**config.mk**
```make
export PLATFORM = sky130hd
export DESIGN_NAME = cscr_regs
export DESIGN_NICKNAME = d
export VERILOG_FILES = /design/src/common/cscr_pkg.sv /design/src/common/cscr_alu_if.sv /design/src/cscr_regs.sv /design/src/cscr_alu_flags.sv
export SDC_FILE = /design/constraint.sdc
export NUM_CORES = 1
export LEC_CHECK = 0
export BUFFER_PORTS_ARGS = -buffer_cell sky130_fd_sc_hd__buf_4
export CAP_MARGIN = 20
export CORE_ASPECT_RATIO = 2
export CORE_UTILIZATION = 50
export DETAILED_ROUTE_END_ITERATION = 7
export GPL_TIMING_DRIVEN = 0
export MAX_ROUTING_LAYER = met4
export PLACE_DENSITY = 0.79
export REMOVE_ABC_BUFFERS = 1
export SYNTH_ARGS = -nofsm -noshare
export SYNTH_HDL_FRONTEND = slang
export SYNTH_HIERARCHICAL = 1
export SYNTH_SLANG_ARGS = --single-unit
```
**constraint.sdc**
```tcl
create_clock -name clk -period 2.8 [get_ports clk]
set_input_delay 0.56 -clock clk [delete_from_list [all_inputs] [get_ports clk]]
set_output_delay 0.56 -clock clk [all_outputs]
set_load 0.05 [all_outputs]
```
**src/common/cscr_pkg.sv**
```systemverilog
/*
  Constants for the status flag and core control register bank.
  Assumes a 16-bit register port on a single clock.
*/
package cscr_pkg;
  // Register byte offsets
  localparam logic [7:0] OFF_STATUS = 8'h00;
  localparam logic [7:0] OFF_CORE = 8'h04;
  localparam logic [7:0] OFF_ICON = 8'h08;
  localparam logic [7:0] OFF_IRQ_STAT = 8'h0C;
  localparam logic [7:0] OFF_IRQ_MASK = 8'h10;
  // Status register fields
  localparam int ST_C = 0;
  localparam int ST_Z = 1;
  localparam int ST_OV = 2;
  localparam int ST_N = 3;
  localparam int ST_RA = 4;
  localparam int ST_IPL_LO = 5;
  localparam int ST_IPL_HI = 7;
  localparam int ST_DC = 8;
  localparam int ST_DA = 9;
  localparam int ST_SAB = 10;
  localparam int ST_OAB = 11;
  localparam int ST_SB = 12;
  localparam int ST_SA = 13;
  localparam int ST_OB = 14;
  localparam int ST_OA = 15;
  // Core control fields and the OFF_ICON nesting disable bit
  localparam int CC_CPU_PRIORITY_HIGH_BIT = 3;
  localparam int CC_SFA = 2;
  localparam int CC_DL_LO = 8;
  localparam int CC_DL_HI = 10;
  localparam int CC_EDT = 11;
  localparam int IC_NESTING_DISABLE = 15;
  // Reset values, write masks and the top priority level
  localparam logic [15:0] CC_RESET = 16'h0020;
  localparam logic [15:0] CC_WR_MASK = 16'hB0F3;
  localparam logic [2:0] IPL_RESET = 3'h0;
  localparam logic [2:0] IPL_TOP = 3'h7;
  // Event status bits
  localparam int IRQ_W = 3;
  localparam int IRQ_SAT_A = 0;
  localparam int IRQ_SAT_B = 1;
  localparam int IRQ_OV = 2;
endpackage

```
**src/common/cscr_alu_if.sv**
```systemverilog
/*
  Carrier between the register bank and its ALU flag unit.
  Assumes both ends run on the same clock.
*/
`timescale 1ns/1ns
interface cscr_alu_if;
  logic valid;
  logic sub;
  logic [15:0] opa;
  logic [15:0] opb;
  logic neg;
  logic ovf;
  logic nonzero;
  logic carry;
  logic half_carry;
  modport core (output valid, output sub, output opa, output opb,
                input neg, input ovf, input nonzero, input carry, input half_carry);
  modport unit (input valid, input sub, input opa, input opb,
                output neg, output ovf, output nonzero, output carry, output half_carry);
endinterface

```
**src/cscr_regs.sv**
```systemverilog
/*
  CPU status flags and core control register bank with event interrupt.
  Assumes the ALU, loop and interrupt logic share clk; register port
  answers reads one cycle later.
*/
`timescale 1ns/1ns
module cscr_regs (
  input wire logic clk,
  input wire logic rst,
  input wire logic [7:0] reg_addr,
  input wire logic [15:0] reg_wdata,
  input wire logic reg_wr,
  input wire logic reg_rd,
  output logic [15:0] reg_rdata,
  input wire logic alu_valid,
  input wire logic alu_sub,
  input wire logic [15:0] alu_opa,
  input wire logic [15:0] alu_opb,
  input wire logic repeat_busy,
  input wire logic do_loop_busy,
  input wire logic acc_a_ovf,
  input wire logic acc_b_ovf,
  input wire logic acc_a_sat,
  input wire logic acc_b_sat,
  input wire logic [2:0] loop_nest_level,
  input wire logic stack_frame_on,
  input wire logic ipl_load,
  input wire logic [3:0] ipl_load_value,
  output logic [3:0] cpu_priority,
  output logic user_irq_blocked,
  output logic [15:0] core_control,
  output logic early_terminate,
  output logic irq
);
  cscr_alu_if alu_if ();

  localparam int IRQ_W_L = cscr_pkg::IRQ_W;
  logic [2:0] cpu_priority_field_q;
  logic [2:0] cpu_priority_field_d;
  logic cpu_priority_high_bit_q;
  logic cpu_priority_high_bit_d;
  logic repeat_active_flag_q;
  logic do_active_q;
  logic neg_q;
  logic signed_overflow_flag_q;
  logic zero_q;
  logic carry_q;
  logic half_carry_q;
  logic acc_a_ovf_q;
  logic acc_b_ovf_q;
  logic acc_a_sat_sticky_q;
  logic acc_b_sat_sticky_q;
  logic acc_any_sat_sticky;
  logic nesting_disable_q;
  logic [15:0] core_ctrl_q;
  logic [IRQ_W_L-1:0] irq_stat_q;
  logic [IRQ_W_L-1:0] irq_stat_d;
  logic [IRQ_W_L-1:0] irq_mask_q;
  logic [IRQ_W_L-1:0] irq_event;
  logic [15:0] status_word;
  logic [15:0] core_word;
  logic wr_status;
  logic wr_core;

  ////////////////////////////////////////////////////////////////////////
  // Flag unit
  assign alu_if.valid = alu_valid;
  assign alu_if.sub = alu_sub;
  assign alu_if.opa = alu_opa;
  assign alu_if.opb = alu_opb;

  cscr_alu_flags u_flags (
    .alu(alu_if.unit)
  );

  // Write decode
  assign wr_status = reg_wr && (reg_addr == cscr_pkg::OFF_STATUS);
  assign wr_core = reg_wr && (reg_addr == cscr_pkg::OFF_CORE);

  ////////////////////////////////////////////////////////////////////////
  // Priority next value: interrupt logic load beats software
  always_comb begin
    cpu_priority_field_d = cpu_priority_field_q;
    cpu_priority_high_bit_d = cpu_priority_high_bit_q;
    if (ipl_load) begin
      cpu_priority_field_d = ipl_load_value[2:0];
      cpu_priority_high_bit_d = ipl_load_value[3];
    end else begin
      if (wr_status && !nesting_disable_q) begin
        cpu_priority_field_d = reg_wdata[cscr_pkg::ST_IPL_HI:cscr_pkg::ST_IPL_LO];
      end
      if (wr_core) begin
        cpu_priority_high_bit_d = cpu_priority_high_bit_q & reg_wdata[cscr_pkg::CC_CPU_PRIORITY_HIGH_BIT];
      end
    end
  end

  // Priority registers and blocking output
  always_ff @(posedge clk or posedge rst) begin
    if (rst) begin
      cpu_priority_field_q <= cscr_pkg::IPL_RESET;
      cpu_priority_high_bit_q <= 1'b0;
      user_irq_blocked <= 1'b0;
    end else begin
      cpu_priority_field_q <= cpu_priority_field_d;
      cpu_priority_high_bit_q <= cpu_priority_high_bit_d;
      user_irq_blocked <= cpu_priority_high_bit_d || (cpu_priority_field_d == cscr_pkg::IPL_TOP);
    end
  end

  assign cpu_priority = {cpu_priority_high_bit_q, cpu_priority_field_q};

  ////////////////////////////////////////////////////////////////////////
  // Loop activity and accumulator overflow levels
  always_ff @(posedge clk or posedge rst) begin
    if (rst) begin
      repeat_active_flag_q <= 1'b0;
      do_active_q <= 1'b0;
      acc_a_ovf_q <= 1'b0;
      acc_b_ovf_q <= 1'b0;
    end else begin
      repeat_active_flag_q <= repeat_busy;
      do_active_q <= do_loop_busy;
      acc_a_ovf_q <= acc_a_ovf;
      acc_b_ovf_q <= acc_b_ovf;
    end
  end

  // ALU flags: ALU update wins over a software write in the same cycle
  always_ff @(posedge clk or posedge rst) begin
    if (rst) begin
      neg_q <= 1'b0;
      signed_overflow_flag_q <= 1'b0;
      carry_q <= 1'b0;
      half_carry_q <= 1'b0;
    end else if (alu_valid) begin
      neg_q <= alu_if.neg;
      signed_overflow_flag_q <= alu_if.ovf;
      carry_q <= alu_if.carry;
      half_carry_q <= alu_if.half_carry;
    end else if (wr_status) begin
      neg_q <= reg_wdata[cscr_pkg::ST_N];
      signed_overflow_flag_q <= reg_wdata[cscr_pkg::ST_OV];
      carry_q <= reg_wdata[cscr_pkg::ST_C];
      half_carry_q <= reg_wdata[cscr_pkg::ST_DC];
    end
  end

  // Sticky zero: a non-zero result clears it, no result sets it; status writes load it
  always_ff @(posedge clk or posedge rst) begin
    if (rst) begin
      zero_q <= 1'b0;
    end else if (alu_valid && alu_if.nonzero) begin
      zero_q <= 1'b0;
    end else if (wr_status) begin
      zero_q <= reg_wdata[cscr_pkg::ST_Z];
    end
  end

  ////////////////////////////////////////////////////////////////////////
  // Saturation stickies: hardware set wins over any write
  always_ff @(posedge clk or posedge rst) begin
    if (rst) begin
      acc_a_sat_sticky_q <= 1'b0;
      acc_b_sat_sticky_q <= 1'b0;
    end else begin
      if (acc_a_sat) begin
        acc_a_sat_sticky_q <= 1'b1;
      end else if (wr_status) begin
        acc_a_sat_sticky_q <= reg_wdata[cscr_pkg::ST_SA] & reg_wdata[cscr_pkg::ST_SAB];
      end
      if (acc_b_sat) begin
        acc_b_sat_sticky_q <= 1'b1;
      end else if (wr_status) begin
        acc_b_sat_sticky_q <= reg_wdata[cscr_pkg::ST_SB] & reg_wdata[cscr_pkg::ST_SAB];
      end
    end
  end

  assign acc_any_sat_sticky = acc_a_sat_sticky_q | acc_b_sat_sticky_q;

  ////////////////////////////////////////////////////////////////////////
  // Core control and nesting disable
  always_ff @(posedge clk or posedge rst) begin
    if (rst) begin
      core_ctrl_q <= cscr_pkg::CC_RESET;
      nesting_disable_q <= 1'b0;
    end else begin
      if (wr_core) begin
        core_ctrl_q <= reg_wdata & cscr_pkg::CC_WR_MASK;
      end
      if (reg_wr && (reg_addr == cscr_pkg::OFF_ICON)) begin
        nesting_disable_q <= reg_wdata[cscr_pkg::IC_NESTING_DISABLE];
      end
    end
  end

  // Early loop terminate: write of one gives a pulse, reads as zero
  always_ff @(posedge clk or posedge rst) begin
    if (rst) begin
      early_terminate <= 1'b0;
    end else begin
      early_terminate <= wr_core && reg_wdata[cscr_pkg::CC_EDT];
    end
  end

  // Read views
  always_comb begin
    core_word = core_ctrl_q;
    core_word[cscr_pkg::CC_DL_HI:cscr_pkg::CC_DL_LO] = loop_nest_level;
    core_word[cscr_pkg::CC_SFA] = stack_frame_on;
    core_word[cscr_pkg::CC_CPU_PRIORITY_HIGH_BIT] = cpu_priority_high_bit_q;
  end

  always_comb begin
    status_word = 16'h0000;
    status_word[cscr_pkg::ST_OA] = acc_a_ovf_q;
    status_word[cscr_pkg::ST_OB] = acc_b_ovf_q;
    status_word[cscr_pkg::ST_SA] = acc_a_sat_sticky_q;
    status_word[cscr_pkg::ST_SB] = acc_b_sat_sticky_q;
    status_word[cscr_pkg::ST_OAB] = acc_a_ovf_q | acc_b_ovf_q;
    status_word[cscr_pkg::ST_SAB] = acc_any_sat_sticky;
    status_word[cscr_pkg::ST_DA] = do_active_q;
    status_word[cscr_pkg::ST_DC] = half_carry_q;
    status_word[cscr_pkg::ST_IPL_HI:cscr_pkg::ST_IPL_LO] = cpu_priority_field_q;
    status_word[cscr_pkg::ST_RA] = repeat_active_flag_q;
    status_word[cscr_pkg::ST_N] = neg_q;
    status_word[cscr_pkg::ST_OV] = signed_overflow_flag_q;
    status_word[cscr_pkg::ST_Z] = zero_q;
    status_word[cscr_pkg::ST_C] = carry_q;
  end

  // Core control output mirrors the readable view
  always_ff @(posedge clk or posedge rst) begin
    if (rst) begin
      core_control <= cscr_pkg::CC_RESET;
    end else begin
      core_control <= core_word;
    end
  end

  ////////////////////////////////////////////////////////////////////////
  // Event status, write one to clear, set wins
  assign irq_event[cscr_pkg::IRQ_SAT_A] = acc_a_sat;
  assign irq_event[cscr_pkg::IRQ_SAT_B] = acc_b_sat;
  assign irq_event[cscr_pkg::IRQ_OV] = alu_valid && alu_if.ovf;

  always_comb begin
    irq_stat_d = irq_stat_q;
    if (reg_wr && (reg_addr == cscr_pkg::OFF_IRQ_STAT)) begin
      irq_stat_d = irq_stat_q & ~reg_wdata[IRQ_W_L-1:0];
    end
    irq_stat_d = irq_stat_d | irq_event;
  end

  always_ff @(posedge clk or posedge rst) begin
    if (rst) begin
      irq_stat_q <= '0;
      irq_mask_q <= '0;
      irq <= 1'b0;
    end else begin
      irq_stat_q <= irq_stat_d;
      if (reg_wr && (reg_addr == cscr_pkg::OFF_IRQ_MASK)) begin
        irq_mask_q <= reg_wdata[IRQ_W_L-1:0];
      end
      irq <= |(irq_stat_d & ((reg_wr && (reg_addr == cscr_pkg::OFF_IRQ_MASK)) ?
                             reg_wdata[IRQ_W_L-1:0] : irq_mask_q));
    end
  end

  ////////////////////////////////////////////////////////////////////////
  // Read port: data stand one cycle, zero otherwise and when unmapped
  always_ff @(posedge clk or posedge rst) begin
    if (rst) begin
      reg_rdata <= 16'h0000;
    end else if (!reg_rd) begin
      reg_rdata <= 16'h0000;
    end else begin
      unique case (reg_addr)
        cscr_pkg::OFF_STATUS: reg_rdata <= status_word;
        cscr_pkg::OFF_CORE: reg_rdata <= core_word;
        cscr_pkg::OFF_ICON: reg_rdata <= {nesting_disable_q, 15'h0000};
        cscr_pkg::OFF_IRQ_STAT: reg_rdata <= {13'h0000, irq_stat_q};
        cscr_pkg::OFF_IRQ_MASK: reg_rdata <= {13'h0000, irq_mask_q};
        default: reg_rdata <= 16'h0000;
      endcase
    end
  end
endmodule

```
**src/cscr_alu_flags.sv**
```systemverilog
/*
  Combinational flag calculation for a 16-bit add or subtract.
  Assumes the register bank samples the flags when valid is high.
*/
`timescale 1ns/1ns
module cscr_alu_flags (
  cscr_alu_if.unit alu
);
  logic [15:0] opb_eff;
  logic [16:0] sum;
  logic [8:0] low_sum;

  // Subtract is add of inverted operand plus one
  always_comb begin
    opb_eff = alu.sub ? ~alu.opb : alu.opb;
    sum = {1'b0, alu.opa} + {1'b0, opb_eff} + {16'h0000, alu.sub};
    low_sum = {1'b0, alu.opa[7:0]} + {1'b0, opb_eff[7:0]} + {8'h00, alu.sub};
  end

  // Flag outputs
  assign alu.neg = sum[15];
  assign alu.ovf = (alu.opa[15] == opb_eff[15]) && (sum[15] != alu.opa[15]);
  assign alu.nonzero = |sum[15:0];
  assign alu.carry = sum[16];
  assign alu.half_carry = low_sum[8];
endmodule

```
# == After elaboration in Yosys (flattened, before gate mapping) ==
# Cells that the tools add are included.
# word_totals
register_bits,64
inputBits,77
elab_cells,85
# op_classes
add_sub_neg,4
n_eq_ne,7
mux,23
bitwise,10
reduce_logical,19
# op_table
operator,n
16-bit case mux with 5 select lines,1
16-bit two-way mux,2
16-bit by 16-bit adder with 17-bit output,1
17-bit by 1-bit adder with 17-bit output,1
8-bit by 4-bit == test with 1-bit output (second input constant),2
1-bit two-way mux,16
16-bit inverter,1
16-bit OR reduction,1
3-bit two-way mux,4
1-bit logical AND,10
8-bit by 8-bit adder with 9-bit output,1
9-bit by 1-bit adder with 9-bit output,1
8-bit by 3-bit == test with 1-bit output (second input constant),1
8-bit by 5-bit == test with 1-bit output (second input constant),1
8-bit logical NOT,1
2-bit nonzero test,4
3-bit AND,2
1-bit AND,3
3-bit == test (second input constant),1
3-bit inverter,1
3-bit OR,1
3-bit OR reduction,1
1-bit OR,2
1-bit == test,1
3 further kinds,3

# == Logic depth before layout (Yosys ltp) ==
# logic_depth
ltp_word,10
depth_mapped,13

# == Hierarchy ==
# The synthesis kept the hierarchy.
# by_module_without_submodules
mod,n_inst,cells_per_inst,area_each_um2,seq_area_each_um2
cscr_regs,1,208,2605.0,1604.0
cscr_alu_flags,1,121,937.1,0.0

# == Worst setup path before layout ==
# Ideal clock, no wire load.
# synth_path
kind,input port to flip-flop
start,input alu_sub
end,register zero_q
setup_time_ns,0.077
arrival_ns,3.496
setup_slack_ns,-0.774
path_stages,12
n_path_buf,2
cell_sequence,buf_6 clkbuf_1 xor2_1 ha_1 a21o_1 a2111oi_0 o21bai_1 a41oi_1 o31ai_1 xor2_1 or4_1 a21oi_1
# synth_between
elab_chain_len,6
elab_cells_between_ends,7
classes_between,add/sub (2); mux (2); reduce/logical (3)
# synth_lines
item,line,text
"start, declared",cscr_regs.sv:16,"input wire logic alu_sub,"
16-bit two-way mux,cscr_alu_flags.sv:15,opb_eff = alu.sub ? ~alu.opb : alu.opb;
16-bit by 16-bit adder with 17-bit output,cscr_alu_flags.sv:16,"sum = {1'b0, alu.opa} + {1'b0, opb_eff} + {16'h0000, alu.sub};"
17-bit by 1-bit adder with 17-bit output (*),cscr_alu_flags.sv:16,
16-bit OR reduction (*),cscr_alu_flags.sv:23,assign alu.nonzero = |sum[15:0];
via alu_if.nonzero,cscr_alu_if.sv:13,logic nonzero;
1-bit logical AND (*),cscr_regs.sv:153,end else if (alu_valid && alu_if.nonzero) begin
1-bit two-way mux or 2-bit nonzero test (tied branches),-,
"end signal, assigned",cscr_regs.sv:156,zero_q <= reg_wdata[cscr_pkg::ST_Z];
"end, declared",cscr_regs.sv:46,logic zero_q;
# Mark *: on every way through the listed nets, which the timed path passes. The rest lies on a longest branch.
# A chain may end at the register's enable or synchronous reset.

# == Worst setup path in the final report ==
# Ends and elaborated chain as after synthesis.

==> impl_metrics.ini <==
[die]
num_io_pins = 116
die_area_mm2 = 0.00745
fp.dieW_um = 61.5
rows = 43
coreArea_mm2 = 0.00689
die_y_um = 121
start_util_pct = 51.4

[finish]
layout_commonest_cell = buf_4
fillers = 471
layout_common_cells = buf_4, dfrtp_1, nor2_1, xor2_1
syn_to_final_growth_pct = 41.7
nets = 540
utilization_pct = 72.9
drive_above_1_share_pct = 40.9
design_area_mm2 = 0.00502
multi_input_area_mm2 = 0.00191
seqCellArea_mm2 = 0.00160
instances_no_fill = 542
antenna_cells = 0

[power]
ir_drop_mv = 0.339
power_mw = 2.97
power_density_mw_per_mm2 = 592
p_leak_nw = 2.42

[setup_path]
startpoint = alu_sub
reg2reg_to = user_irq_blocked
worstSetupEndpointType = flop
ff2ff_path_depth = 4
path_max_fanout = 5
critPathRequiredTime_ns = 3.07
cp.arrival_ns = 3.25
rr_startpoint = nesting_disable_q
r2r_slack_ns = 1.34
worstSetupPathType = in -> reg
startpoint_type = input port

[routing]
antenna_left = 0
drt_iter0_drc = 215
wl_um = 10200
via_per_inst = 5.88
drtPass1Iterations = 7
vias = 3185
wire_per_inst_um = 18.9
drc_errors = 2

[synth]
synth_edf_count = 0
ys_types = 64
synth_ff_type = dfrtp_1
syn_area_per_cell_um2 = 10.8
ys_seq_area_share_pct = 45.3
synth_top_area_share_pct = 43.8
synth_warnings = 6
ys_async_sr_fraction_pct = 100
synthTopCellsByArea = dfrtp_1, ha_1, xor2_1, mux2_4, nor2_1
synth.largest_area_cell = dfrtp_1
synth_area_mm2 = 0.00354
netlist_instances = 329
ys_ff_latch = 64

[placement]
gp_congestion = 0.913
port_buffers = 111
place_area_mm2 = 0.00443
place_hpwl_um = 6920
dp_cells = 516
pre_cts_slack_ns = -1.12

[sta]
fin_skew_ns = 0.00465
setup_violations = 2
layout_min_cycle_time_ns = 2.99
slew_viol_final = 0
relSlewSlack_pct = 28.9
grt_setup_unrepaired = true
fin_tns_setup_ns = -0.281
tightestPinTransition_ns = 1.06
period_share_pct = 107
fmax_mhz = 335
final.setup.worst_slack_ns = -0.187
hold_ws_ns = 0.232
hold_viol = 0

[clocking]
cts.sinks = 64
clk_latency_ns = 0.33
ctsHtreeMaxLevel = 3
numCtsBuffers = 9
cts_tree = done
clkTransAtPathRegs_ns = 0.05
cts_buffer_depth = 2
root_buffer = clkbuf_16

[worst_hold_path]
min_path_type = in -> async

[global_routing]
grt_pass1_vias = 3240
grt.total_usage_pct = 28.6
grt_pass1_wl_um = 15200
overflow = 0
antenna_found_initial = 0
grt_max_degree = 47

[job]
maxCapViolCount = 0

[run_status]
status = complete, but fails checks
violations = DRC, setup timing
==> routing by layer <==
| layer | vias up | global-route usage (%) | part of all wire [%] |
|---|---|---|---|
| li1 | 1445 | - | - |
| met1 | 1527 | 27.7 | 32 |
| met2 | 174 | 48.7 | 57 |
| met3 | 39 | 5.12 | 5.2 |
| met4 | 0 | 19.6 | 5.7 |
| met5 | - | - | 0 |
==> report_power, final <==
| part | switching (mW) | internal (mW) |
|---|---|---|
| Sequential | 0.0277 | 0.970 |
| Combinational | 0.392 | 0.305 |
| Clock | 0.407 | 0.869 |
| Total | 0.827 | 2.14 |
==> worst max-delay path, cell delays in order <==
cell,delay [ns]
clkbuf_16,0.14
mux2_4,0.29
fa_2,0.35
a21o_1,0.24
a2111oi_4,0.34
o21bai_2,0.12
a41oi_2,0.30
o31ai_2,0.11
xor2_1,0.15
or4_4,0.52
a21oi_2,0.12
==> cell type report <==
cell class,count,share of cell area [%]
clock inverter,7,2.39
tap,90,2.24
sequential,64,32.0
inverter,15,1.12
multi-input combinational,234,38.0
timing repair buffer,123,19.8
clock buffer,9,4.49
==> how the worst max path moves through the flow <==
stage                     endpoint  slack, ns
after global routing        zero_q      -0.24
after global placement      zero_q      -1.14
after detailed placement    zero_q      -1.12
final                       zero_q      -0.19
after floorplan             zero_q      -0.42
after CTS                   zero_q      -0.16
==> registers in the layout, indices dropped and copies added (netlist names), 3 cells and up <==
register and cells:
irq_mask_q 3, core_control 14, core_ctrl_q 9, reg_rdata 16, cpu_priority_field_q 3, irq_stat_q 3
==> kinds of logic after synthesis <==
| logic type | count (synthesis) | synth area share [%] |
|---|---|---|
| compound gates | 90 | 18.3 |
| xor+xnor | 24 | 5.93 |
| fa+ha+maj | 16 | 5.86 |
| buf+inv | 32 | 4.24 |
| flops | 64 | 45.3 |
| mux | 20 | 7.17 |
| other cells | 1 | 0.106 |
| simple gates | 82 | 13.1 |
==> synthesized netlist by cell type, drive strengths merged (3+ instances only) <==
cell    count
o21ai      14
inv        15
and3        3
a222oi      3
dfrtp      62
xor2       20
a31oi       7
nor4        6
a211o       3
clkbuf      8
buf         9
mux2i       7
mux2       13
nand2      14
a211oi      4
o31ai       3
xnor2       4
nand4       4
nor2       26
nor3        6
nand3       4
ha         15
a21oi      16
a22o        5
nand4b      3
a21o        7
a22oi       9
and2        3
==> what timing repair did <==
| action | in CTS | in global routing |
|---|---|---|
| endpoints found under the hold margin | 0 | 0 |
| hold buffers | 0 | 0 |
| buffers inserted | 4 | 5 |
| pin swaps | 16 | 15 |
| gates cloned | 0 | 1 |
| setup endpoints to repair | 3 | 3 |
| gates resized for setup | 15 | 12 |
Note: power is estimated with default switching activity, not from simulation.
